<file path="config.mk">
export PLATFORM = sky130hd
export DESIGN_NAME = dadc_top
export DESIGN_NICKNAME = d
export VERILOG_FILES = /design/src/rtl/dadc_pkg.sv /design/src/rtl/dadc_conv_if.sv /design/src/rtl/dadc_clkdiv.sv /design/src/rtl/dadc_sar.sv /design/src/rtl/dadc_top.sv
export SDC_FILE = /design/constraint.sdc
export NUM_CORES = 1
export LEC_CHECK = 0
export CAP_MARGIN = 20
export CORE_UTILIZATION = 52
export DETAILED_ROUTE_END_ITERATION = 6
export DONT_BUFFER_PORTS = 1
export PLACE_DENSITY = 0.67
export SETUP_SLACK_MARGIN = 0.5
export SYNTH_ARGS = -nofsm -noshare
export SYNTH_HDL_FRONTEND = slang
export SYNTH_SLANG_ARGS = --single-unit
</file>
<file path="constraint.sdc">
create_clock -name clk -period 4.04 [get_ports clk]
set_input_delay 0.202 -clock clk [delete_from_list [all_inputs] [get_ports clk]]
set_output_delay 0.202 -clock clk [all_outputs]
set_load 0.02 [all_outputs]
</file>
<file path="src/rtl/dadc_pkg.sv">
package dadc_pkg;
    // ------------------------------------------------------------
    // Register map (byte addresses, one word each)
    // ------------------------------------------------------------
    localparam logic [4:0] OFS_CTRL_A = 5'h00;
    localparam logic [4:0] OFS_CTRL_B = 5'h04;
    localparam logic [4:0] OFS_CTRL_C = 5'h08;
    localparam logic [4:0] OFS_RES_HI = 5'h0C;
    localparam logic [4:0] OFS_RES_LO = 5'h10;
    localparam logic [4:0] OFS_STATUS = 5'h14;

    // ------------------------------------------------------------
    // Field layout and reset values
    // ------------------------------------------------------------
    localparam int A_EN_BIT = 0;
    localparam int A_GO_BIT = 1;
    localparam int A_POS_LSB = 2;
    localparam int POS_W = 5;
    localparam int B_NEG_LSB = 0;
    localparam int NEG_W = 3;
    localparam int B_REF_LSB = 4;
    localparam int REF_W = 2;
    localparam int B_TRIG_LSB = 6;
    localparam int TRIG_W = 2;
    localparam int C_CS_LSB = 0;
    localparam int C_ACQ_LSB = 3;
    localparam int SEL_W = 3;
    localparam int C_FMT_BIT = 7;
    localparam int ST_SIGN_BIT = 0;
    localparam int ST_BUSY_BIT = 1;
    localparam int RES_BITS = 12;
    localparam int CNT_W = 5;
    localparam int DIV_W = 7;
    localparam logic [7:0] CTRL_RST = 8'h00;
    localparam logic [NEG_W-1:0] NEG_GND_CODE = 3'h0;

    // ------------------------------------------------------------
    // Timing tables
    // ------------------------------------------------------------
    // Converter clock divide ratio; the internal-RC codes fall back to /64
    function automatic logic [DIV_W-1:0] div_of(input logic [SEL_W-1:0] sel);
        case (sel)
            3'h0: div_of = 7'h02;
            3'h1: div_of = 7'h08;
            3'h2: div_of = 7'h20;
            3'h4: div_of = 7'h04;
            3'h5: div_of = 7'h10;
            3'h6: div_of = 7'h40;
            default: div_of = 7'h40;
        endcase
    endfunction : div_of

    // Acquisition length in converter clock periods
    function automatic logic [CNT_W-1:0] acq_of(input logic [SEL_W-1:0] sel);
        case (sel)
            3'h0: acq_of = 5'h00;
            3'h1: acq_of = 5'h02;
            3'h2: acq_of = 5'h04;
            3'h3: acq_of = 5'h06;
            3'h4: acq_of = 5'h08;
            3'h5: acq_of = 5'h0C;
            3'h6: acq_of = 5'h10;
            default: acq_of = 5'h14;
        endcase
    endfunction : acq_of
endpackage : dadc_pkg

</file>
<file path="src/rtl/dadc_conv_if.sv">
`timescale 1ns/1ps
interface dadc_conv_if;
    logic start;
    logic abort;
    logic tick;
    logic comp;
    logic [dadc_pkg::CNT_W-1:0] acq_periods;
    logic busy;
    logic done;
    logic sample_en;
    logic dac_neg;
    logic [dadc_pkg::RES_BITS-1:0] dac_code;
    logic [dadc_pkg::RES_BITS-1:0] mag;
    logic sign;
    modport ctrl (output start, abort, tick, comp, acq_periods,
                  input busy, done, sample_en, dac_neg, dac_code, mag, sign);
    modport eng (input start, abort, tick, comp, acq_periods,
                 output busy, done, sample_en, dac_neg, dac_code, mag, sign);
endinterface : dadc_conv_if

</file>
<file path="src/rtl/dadc_clkdiv.sv">
`timescale 1ns/1ps
module dadc_clkdiv (
    input wire logic clk,
    input wire logic rst,
    input wire logic ce,
    input wire logic run,
    input wire logic [dadc_pkg::SEL_W-1:0] div_sel,
    output logic tick
);
    logic [dadc_pkg::DIV_W-1:0] cnt_reg;
    logic [dadc_pkg::DIV_W-1:0] cnt_next;
    logic [dadc_pkg::DIV_W-1:0] div_w;
    logic [dadc_pkg::DIV_W-1:0] gap_reg;

    assign div_w = dadc_pkg::div_of(div_sel);
    assign tick = ce & run & (cnt_reg == div_w - 7'h01);
    assign cnt_next = (!run || tick) ? 7'h00 : cnt_reg + 7'h01;

    always_ff @(posedge clk) begin
        if (rst)
            cnt_reg <= 7'h00;
        else if (ce)
            cnt_reg <= cnt_next;
    end

    // ------------------------------------------------------------
    // Checks
    // ------------------------------------------------------------
    always_ff @(posedge clk) begin
        if (rst || !run || tick)
            gap_reg <= 7'h01;
        else if (ce && gap_reg != 7'h7F)
            gap_reg <= gap_reg + 7'h01;
    end
endmodule : dadc_clkdiv

</file>
<file path="src/rtl/dadc_sar.sv">
`timescale 1ns/1ps
module dadc_sar (
    input wire logic clk,
    input wire logic rst,
    input wire logic ce,
    dadc_conv_if.eng cv
);
    typedef enum logic [1:0] {
        ST_IDLE = 2'b00,
        ST_ACQ = 2'b01,
        ST_SIGN = 2'b10,
        ST_BITS = 2'b11
    } dadc_sar_st_t;

    localparam int RB = dadc_pkg::RES_BITS;

    function automatic logic [RB-1:0] onehot(input logic [dadc_pkg::CNT_W-1:0] idx);
        onehot = RB'(1) << idx;
    endfunction : onehot

    dadc_sar_st_t state_reg, state_next;
    logic [dadc_pkg::CNT_W-1:0] cnt_reg, cnt_next;
    logic [RB-1:0] code_reg, code_next;
    logic sign_reg, sign_next;
    logic done_reg;
    logic keep_w;
    logic last_w;
    logic [dadc_pkg::CNT_W-1:0] acq_seen_reg;
    logic [dadc_pkg::CNT_W-1:0] acq_goal_reg;

    // Comparator high means the difference sits above the trial level
    assign keep_w = cv.comp ^ sign_reg;
    assign last_w = (cnt_reg == 5'h00);

    always_comb begin
        state_next = state_reg;
        cnt_next = cnt_reg;
        code_next = code_reg;
        sign_next = sign_reg;
        if (cv.abort) begin
            state_next = ST_IDLE;
        end else begin
            case (state_reg)
                ST_IDLE: begin
                    if (cv.start) begin
                        cnt_next = cv.acq_periods;
                        code_next = '0;
                        state_next = (cv.acq_periods == 5'h00) ? ST_SIGN : ST_ACQ;
                    end
                end
                ST_ACQ: begin
                    if (cv.tick) begin
                        cnt_next = cnt_reg - 5'h01;
                        if (cnt_reg == 5'h01)
                            state_next = ST_SIGN;
                    end
                end
                ST_SIGN: begin
                    if (cv.tick) begin
                        sign_next = ~cv.comp;
                        cnt_next = 5'(RB - 1);
                        code_next = onehot(5'(RB - 1));
                        state_next = ST_BITS;
                    end
                end
                ST_BITS: begin
                    if (cv.tick) begin
                        code_next = keep_w ? code_reg : code_reg & ~onehot(cnt_reg);
                        if (last_w) begin
                            state_next = ST_IDLE;
                        end else begin
                            code_next = code_next | onehot(cnt_reg - 5'h01);
                            cnt_next = cnt_reg - 5'h01;
                        end
                    end
                end
                default: state_next = ST_IDLE;
            endcase
        end
    end

    always_ff @(posedge clk) begin
        if (rst) begin
            state_reg <= ST_IDLE;
            cnt_reg <= 5'h00;
            code_reg <= '0;
            sign_reg <= 1'b0;
            done_reg <= 1'b0;
        end else if (ce) begin
            state_reg <= state_next;
            cnt_reg <= cnt_next;
            code_reg <= code_next;
            sign_reg <= sign_next;
            done_reg <= !cv.abort && state_reg == ST_BITS && cv.tick && last_w;
        end
    end

    assign cv.busy = (state_reg != ST_IDLE);
    assign cv.done = done_reg & ce;
    assign cv.sample_en = (state_reg == ST_ACQ);
    assign cv.dac_neg = sign_reg;
    assign cv.dac_code = code_reg;
    assign cv.mag = code_reg;
    assign cv.sign = sign_reg;

    // ------------------------------------------------------------
    // Checks
    // ------------------------------------------------------------
    always_ff @(posedge clk) begin
        if (rst || state_reg != ST_ACQ)
            acq_seen_reg <= 5'h00;
        else if (cv.tick)
            acq_seen_reg <= acq_seen_reg + 5'h01;
    end

    // Length latched at start so a later control write cannot move the goal
    always_ff @(posedge clk) begin
        if (rst)
            acq_goal_reg <= 5'h00;
        else if (cv.start && state_reg == ST_IDLE)
            acq_goal_reg <= cv.acq_periods;
    end
endmodule : dadc_sar

</file>
<file path="src/rtl/dadc_top.sv">
`timescale 1ns/1ps
module dadc_top #(
    parameter int RES_BITS = 12
) (
    input wire logic clk,
    input wire logic rst,
    input wire logic ce,
    input wire logic [4:0] avs_address,
    input wire logic avs_read,
    input wire logic avs_write,
    input wire logic [31:0] avs_writedata,
    input wire logic [3:0] avs_byteenable,
    output logic [31:0] avs_readdata,
    output logic avs_waitrequest,
    input wire logic comp_in,
    input wire logic trig_in,
    output logic [dadc_pkg::POS_W-1:0] pos_channel_sel,
    output logic [dadc_pkg::NEG_W-1:0] neg_channel_sel,
    output logic neg_to_ground,
    output logic [dadc_pkg::REF_W-1:0] reference_sel,
    output logic sample_en,
    output logic [11:0] dac_code,
    output logic dac_negative,
    output logic conv_busy
);
    if (RES_BITS != dadc_pkg::RES_BITS) begin : g_bad_width
        $error("dadc_top serves only the fixed result width");
    end

    // ------------------------------------------------------------
    // Bus decode
    // ------------------------------------------------------------
    logic ack_reg;
    logic req_w;
    logic acc_w;
    logic wr_acc_w;
    logic rd_acc_w;
    logic lane0_w;
    logic [7:0] wbyte_w;
    logic sel_a_w, sel_b_w, sel_c_w, sel_hi_w, sel_lo_w, sel_st_w;

    assign req_w = avs_read | avs_write;
    assign acc_w = req_w & ack_reg & ce;
    assign avs_waitrequest = req_w & ~(ack_reg & ce);
    assign wr_acc_w = acc_w & avs_write;
    assign rd_acc_w = acc_w & avs_read;
    assign lane0_w = avs_byteenable[0];
    assign wbyte_w = avs_writedata[7:0];
    assign sel_a_w = (avs_address == dadc_pkg::OFS_CTRL_A);
    assign sel_b_w = (avs_address == dadc_pkg::OFS_CTRL_B);
    assign sel_c_w = (avs_address == dadc_pkg::OFS_CTRL_C);
    assign sel_hi_w = (avs_address == dadc_pkg::OFS_RES_HI);
    assign sel_lo_w = (avs_address == dadc_pkg::OFS_RES_LO);
    assign sel_st_w = (avs_address == dadc_pkg::OFS_STATUS);

    // One wait state: ack rises the cycle after the request appears
    always_ff @(posedge clk) begin
        if (rst)
            ack_reg <= 1'b0;
        else if (ce)
            ack_reg <= req_w & ~ack_reg;
    end

    // ------------------------------------------------------------
    // Control registers
    // ------------------------------------------------------------
    logic [7:0] ctrl_a_reg, ctrl_b_reg, ctrl_c_reg;
    logic [7:0] ctrl_a_next, ctrl_b_next, ctrl_c_next;
    logic wr_a_w, wr_b_w, wr_c_w;
    logic conv_en_w;
    logic fmt_right_w;
    logic [dadc_pkg::TRIG_W-1:0] trig_sel_w;
    logic [dadc_pkg::SEL_W-1:0] cs_sel_w, acq_sel_w;

    assign wr_a_w = wr_acc_w & lane0_w & sel_a_w;
    assign wr_b_w = wr_acc_w & lane0_w & sel_b_w;
    assign wr_c_w = wr_acc_w & lane0_w & sel_c_w;
    // Go bit is not stored; it reads back as busy
    assign ctrl_a_next = wr_a_w ? (wbyte_w & ~(8'h01 << dadc_pkg::A_GO_BIT)) : ctrl_a_reg;
    assign ctrl_b_next = wr_b_w ? wbyte_w : ctrl_b_reg;
    assign ctrl_c_next = wr_c_w ? (wbyte_w & 8'hBF) : ctrl_c_reg;

    always_ff @(posedge clk) begin
        if (rst) begin
            ctrl_a_reg <= dadc_pkg::CTRL_RST;
            ctrl_b_reg <= dadc_pkg::CTRL_RST;
            ctrl_c_reg <= dadc_pkg::CTRL_RST;
        end else if (ce) begin
            ctrl_a_reg <= ctrl_a_next;
            ctrl_b_reg <= ctrl_b_next;
            ctrl_c_reg <= ctrl_c_next;
        end
    end

    assign conv_en_w = ctrl_a_reg[dadc_pkg::A_EN_BIT];
    assign pos_channel_sel = ctrl_a_reg[dadc_pkg::A_POS_LSB +: dadc_pkg::POS_W];
    assign neg_channel_sel = ctrl_b_reg[dadc_pkg::B_NEG_LSB +: dadc_pkg::NEG_W];
    assign neg_to_ground = (neg_channel_sel == dadc_pkg::NEG_GND_CODE);
    assign reference_sel = ctrl_b_reg[dadc_pkg::B_REF_LSB +: dadc_pkg::REF_W];
    assign trig_sel_w = ctrl_b_reg[dadc_pkg::B_TRIG_LSB +: dadc_pkg::TRIG_W];
    assign cs_sel_w = ctrl_c_reg[dadc_pkg::C_CS_LSB +: dadc_pkg::SEL_W];
    assign acq_sel_w = ctrl_c_reg[dadc_pkg::C_ACQ_LSB +: dadc_pkg::SEL_W];
    assign fmt_right_w = ctrl_c_reg[dadc_pkg::C_FMT_BIT];

    // ------------------------------------------------------------
    // Pin synchronisers and start logic
    // ------------------------------------------------------------
    dadc_conv_if cv ();

    logic [1:0] comp_sync_reg;
    logic [2:0] trig_sync_reg;
    logic trig_edge_w;
    logic go_w;
    logic start_w;

    always_ff @(posedge clk) begin
        if (rst) begin
            comp_sync_reg <= 2'b00;
            trig_sync_reg <= 3'b000;
        end else if (ce) begin
            comp_sync_reg <= {comp_sync_reg[0], comp_in};
            trig_sync_reg <= {trig_sync_reg[1:0], trig_in};
        end
    end

    // Edge taken from stages two and three only
    assign trig_edge_w = trig_sync_reg[1] & ~trig_sync_reg[2] & (trig_sel_w != 2'b00);
    assign go_w = wr_a_w & wbyte_w[dadc_pkg::A_GO_BIT] & wbyte_w[dadc_pkg::A_EN_BIT];
    // Starts are dropped while disabled or mid-conversion
    assign start_w = conv_en_w | go_w ? ((go_w | (trig_edge_w & conv_en_w)) & ~cv.busy) : 1'b0;

    // ------------------------------------------------------------
    // Conversion engine and clock divider
    // ------------------------------------------------------------
    assign cv.start = start_w & ce;
    // Clearing enable aborts; partial results are discarded
    assign cv.abort = ~conv_en_w & ~go_w;
    assign cv.comp = comp_sync_reg[1];
    assign cv.acq_periods = dadc_pkg::acq_of(acq_sel_w);

    dadc_clkdiv u_div (
        .clk(clk),
        .rst(rst),
        .ce(ce),
        .run(cv.busy),
        .div_sel(cs_sel_w),
        .tick(cv.tick)
    );

    dadc_sar u_sar (
        .clk(clk),
        .rst(rst),
        .ce(ce),
        .cv(cv)
    );

    assign sample_en = cv.sample_en;
    assign dac_code = cv.dac_code;
    assign dac_negative = cv.dac_neg;
    assign conv_busy = cv.busy;

    // ------------------------------------------------------------
    // Result registers
    // ------------------------------------------------------------
    logic [RES_BITS-1:0] mag_reg;
    logic sign_reg;

    always_ff @(posedge clk) begin
        if (rst) begin
            mag_reg <= '0;
            sign_reg <= 1'b0;
        end else if (ce && cv.done && conv_en_w) begin
            mag_reg <= cv.mag;
            sign_reg <= cv.sign;
        end
    end

    // Left justification puts the top eight bits in the high byte
    function automatic logic [7:0] just_byte(input logic [RES_BITS-1:0] m,
                                             input logic right, input logic hi);
        logic [15:0] w;
        w = right ? {4'h0, m} : {m, 4'h0};
        just_byte = hi ? w[15:8] : w[7:0];
    endfunction : just_byte

    // ------------------------------------------------------------
    // Read path
    // ------------------------------------------------------------
    logic [7:0] rbyte_w;
    logic [31:0] rdata_reg;

    assign rbyte_w = sel_a_w ? (ctrl_a_reg | ({7'h00, cv.busy} << dadc_pkg::A_GO_BIT)) :
                     sel_b_w ? ctrl_b_reg :
                     sel_c_w ? ctrl_c_reg :
                     sel_hi_w ? just_byte(mag_reg, fmt_right_w, 1'b1) :
                     sel_lo_w ? just_byte(mag_reg, fmt_right_w, 1'b0) :
                     sel_st_w ? {6'h00, cv.busy, sign_reg} : 8'h00;

    always_ff @(posedge clk) begin
        if (rst)
            rdata_reg <= 32'h0000_0000;
        else if (ce && avs_read && !ack_reg)
            rdata_reg <= {24'h000000, rbyte_w};
    end

    assign avs_readdata = rdata_reg;
endmodule : dadc_top

</file>
==> results by stage <==
Yosys:
- The number of synthesis warnings is 0.
- Synthesis inferred between 70 and 80 register bits.
- Yosys mapped a number of flops with a built-in enable equal to 0.
- Summed over its instances, the top area cell type makes up around 33% of the synthesized netlist area.
- The share of the Yosys chip area taken by registers is 33.3%.
- The mean cell area of the mapped netlist is 8.03 um2.
- For this run, asynchronously set or reset flops after synthesis account for 0%.
- In the post-synthesis netlist, the biggest area contributors are dfxtp_1 (33%), mux2i_1 (6.3%), buf_4 (5.5%).
- The commonest cells after synthesis are dfxtp_1 (77), nand2_1 (63), nor2_1 (50), a21oi_1 (42), buf_4 (34).
- The unique cell type count in the Yosys netlist is 69.
- In this run the cell area of the synthesized design comes to ~4600 um2.
- The cell count after synthesis is 576.
- By instance count, the leading cell after synthesis is dfxtp_1.
- dfxtp_1 takes more of the synthesized area than any other cell.
- The leading register cell type out of synthesis is dfxtp_1.

Cells and area:
- At the end of the flow, the number of nets in the layout was slightly above 600.
- The post-route netlist has a little over 8% of its cells at a drive strength greater than 1.
- The relative area change from synthesis to final layout is 3.35%.
- The number of inserted diodes is 0.

Worst setup path:
- Data on the critical path is required at its endpoint by approximately 4.3 ns.
- The startpoint-to-endpoint class of the critical path is reg2reg.
- The critical register-to-register path startpoint is ctrl_c_reg[0].
- The worst setup path startpoint is ctrl_c_reg[0].
- STA classifies the critical path endpoint as a flop.
- The critical-path maximum fanout is 9.
- The critical path launch point type is a flop.
- STA puts the critical path data arrival time at 3.34 ns.

Floorplanning:
- For this configuration, the core starts out at a cell density of a little over half.
- The die footprint is 9270 um2.
- The die is between 90 and 100 um wide.
- The floorplan step set the die height to between 90 and 100 um.
- The area of the core region is a little under 9000 um2.
- The number of standard-cell rows in the floorplan is 34.
- Pin placement for this block handled 107 I/O pins.

Power and ir drop:
- The analysis attributes to cell leakage a power of approximately 1.8 nW.
- The switching power total is 0.382 mW.
- The cell-internal power is between 1 and 1.5 mW.
- The net switching fraction of the power is between 20% and 30%.
- The share of total power dissipated in combinational logic is a little over 6%.
- In this run, the clock network consumes about two fifths of the power.
- In this run the power density over the cells is 297 nW/um2.
- The maximum vdd drop is about 200 uV.
- Sequential cells burn a little over half of the power.

Place:
- Before CTS, the worst setup slack after placement is roughly 1.1 ns.
- The count of port buffers added during placement is 0.
- At the end of routability-driven placement, the weighted congestion stood at 0.905.
- The placed wire-length estimate after detailed placement is 8120 um.

Clocking:
- The maximum count of clock buffers along a single path is 2.
- TritonCTS built the clock tree.
- CTS saw slightly below 80 sinks.
- The CTS clock-pin slew for the worst setup and hold paths is ~0.09 ns.
- The clock tree root driver cell is clkbuf_8.
- The number of H-tree branching levels is 3.
- For the worst-skew pair, the clock arrives at the later sink with an insertion delay of about 0.35 ns.
- In this run, CTS created clock tree buffers numbering 9.
- The total setup buffers inserted after CTS is 0.

Global route:
- The pin count of the biggest net entering global routing is 69.
- The number of global-route vias before repair is approximately 3600.
- The wire length of the first global-routing pass is between 15000 and 20000 um.
- The global router's overall resource usage is 25.1%.
- For this run the aggregate overflow at the end of global routing stands at 0.
- The initial antenna violation count is 0.

Drt:
- The first detailed-routing pass ran for 5 iterations.
- The count of nets left with antenna violations once routing finished came out at 0.
- In the final routed layout, each cell accounts on average for 16.8 um.
- The post-detailed-route via-to-cell ratio is 6.06.
- Across all layers, the routed design uses roughly 4100 vias.
- After detailed routing, the number of remaining DRC violations is 0.
- The final layout contains routed wiring with a total length of between 10000 and 15000 um.
- The number of DRC markers after the initial detailed-route iteration is between 200 and 300.

Flow run:
- The tool flagged a number of max-cap violations equal to 0.

Timing:
- Setup repair after global routing left no endpoint under its margin.
- The max-slew violation count came to 0.
- Setup violations remaining at the end of the flow were counted as 0.
- Across all setup checks in the final design, the least slack found is 1.00 ns.
- Across the routed clock network, the largest skew measured is 0.0106 ns.
- Static timing analysis puts the maximum clock frequency at approximately 330 MHz.
- After layout, the minimum clock period comes to between 3 and 4 ns.
- The transition time of the tightest slew-check pin is approximately 0.86 ns.
- The final critical-path share of the clock period is around three quarters.
- The remaining max-slew budget at the tightest pin is 41.9%.
- The final total negative setup slack is 0 ns.
- The final hold violation count is 0.

Min path:
- The worst hold path begins at avs_writedata[6].
- The class of the most critical hold timing path is in2reg.

Outcome:
- The run finished with clean final reports.
-- cell families after synthesis --
logic type      count (synthesis)  share of synthesized area [%]
compound gates                135                           18.5
xor+xnor                       11                           2.08
fa+ha+maj                      12                           3.25
buf+inv                        85                           9.93
flops                          77                           33.3
mux                            41                           9.20
other cells                     1                         0.0811
simple gates                  214                           23.6
-- metrics by stage --
stage	util [%]	total power, mW	area, um2	instances	hold WS, ns
finish	55.1	1.42	4780	669	0.00346
global route	55.1	1.47	4780	669	0.00222
CTS	55.1	1.43	4780	669	0.00000352
detailed placement	51.6	0.860	4480	643	0.281
global placement	51.6	0.858	4480	642	0.281
floorplan	-	0.882	4710	599	0.346
-- worst max-delay path: stages, from the launching register on --
cell and delay (ns):
dfxtp_1 0.40, or3_1 0.41, ha_1 0.25, xor2_1 0.19, mux2_2 0.39, a21o_1 0.22, nor4b_1 0.77, nand4_1 0.19
a21oi_1 0.17
-- layer usage --
layer | GRT usage, % | part of all wire [%] | wire, um | up-vias
met1 | 31.8 | 44 | 4950 | 1942
met2 | 41.5 | 48 | 5410 | 129
met4 | 8.58 | 1.8 | 207 | 0
met5 | 0 | 0 | 0 | -
met3 | 5.92 | 6.1 | 688 | 22
li1 | - | - | - | 1960
-- repair_timing --
item	CTS	global route
hold endpoints to repair	68	0
endpoints found under the setup margin	0	0
hold buffers	10	0
gates resized for setup	0	0
-- power by group through the flow --
stage                     Combinational, mW  Clock [mW]  Sequential, mW
final                                0.0863       0.554           0.778
after global routing                 0.0952       0.598           0.779
after CTS                            0.0861       0.565           0.778
after detailed placement             0.0642           0           0.796
after global placement               0.0630           0           0.795
after floorplan                      0.0886           0           0.794
-- cell type report --
| type | instances | area [um2] |
|---|---|---|
| tap | 108 | 135 |
| timing repair buffer | 14 | 145 |
| clock inverter | 6 | 43.8 |
| clock buffer | 10 | 138 |
| sequential | 77 | 1540 |
| fill | 818 | 3900 |
| inverter | 17 | 66.3 |
| multi-input combinational | 437 | 2710 |
-- path summary, 6_finish.rpt --
check	cells past startpoint	to	slack, ns
max reg2reg	8	u_sar.cv.dac_code[6]	1.0
min reg2reg	2	mag_reg[3]	0.46
min	2	ctrl_a_reg[6]	0.003
max	8	u_sar.cv.dac_code[6]	1.0
-- placed cells by master (no fill, tap or decap), types with 7 or more instances in the layout --
| cell type | instances |
|---|---|
| dfxtp_1 | 77 |
| nand2_1 | 63 |
| nor2_1 | 50 |
| a21oi_1 | 42 |
| o21ai_0 | 31 |
| mux2i_1 | 29 |
| conb_1 | 24 |
| nor3_1 | 23 |
| inv_1 | 14 |
| mux2_2 | 12 |
| nand3_1 | 12 |
| ha_1 | 12 |
| nand4_1 | 11 |
| o31ai_1 | 11 |
| nand2b_1 | 10 |
| a31oi_1 | 10 |
| clkbuf_8 | 10 |
| dlygate4sd3_1 | 9 |
| nand3b_1 | 7 |
(Power assumes the default switching activity.)
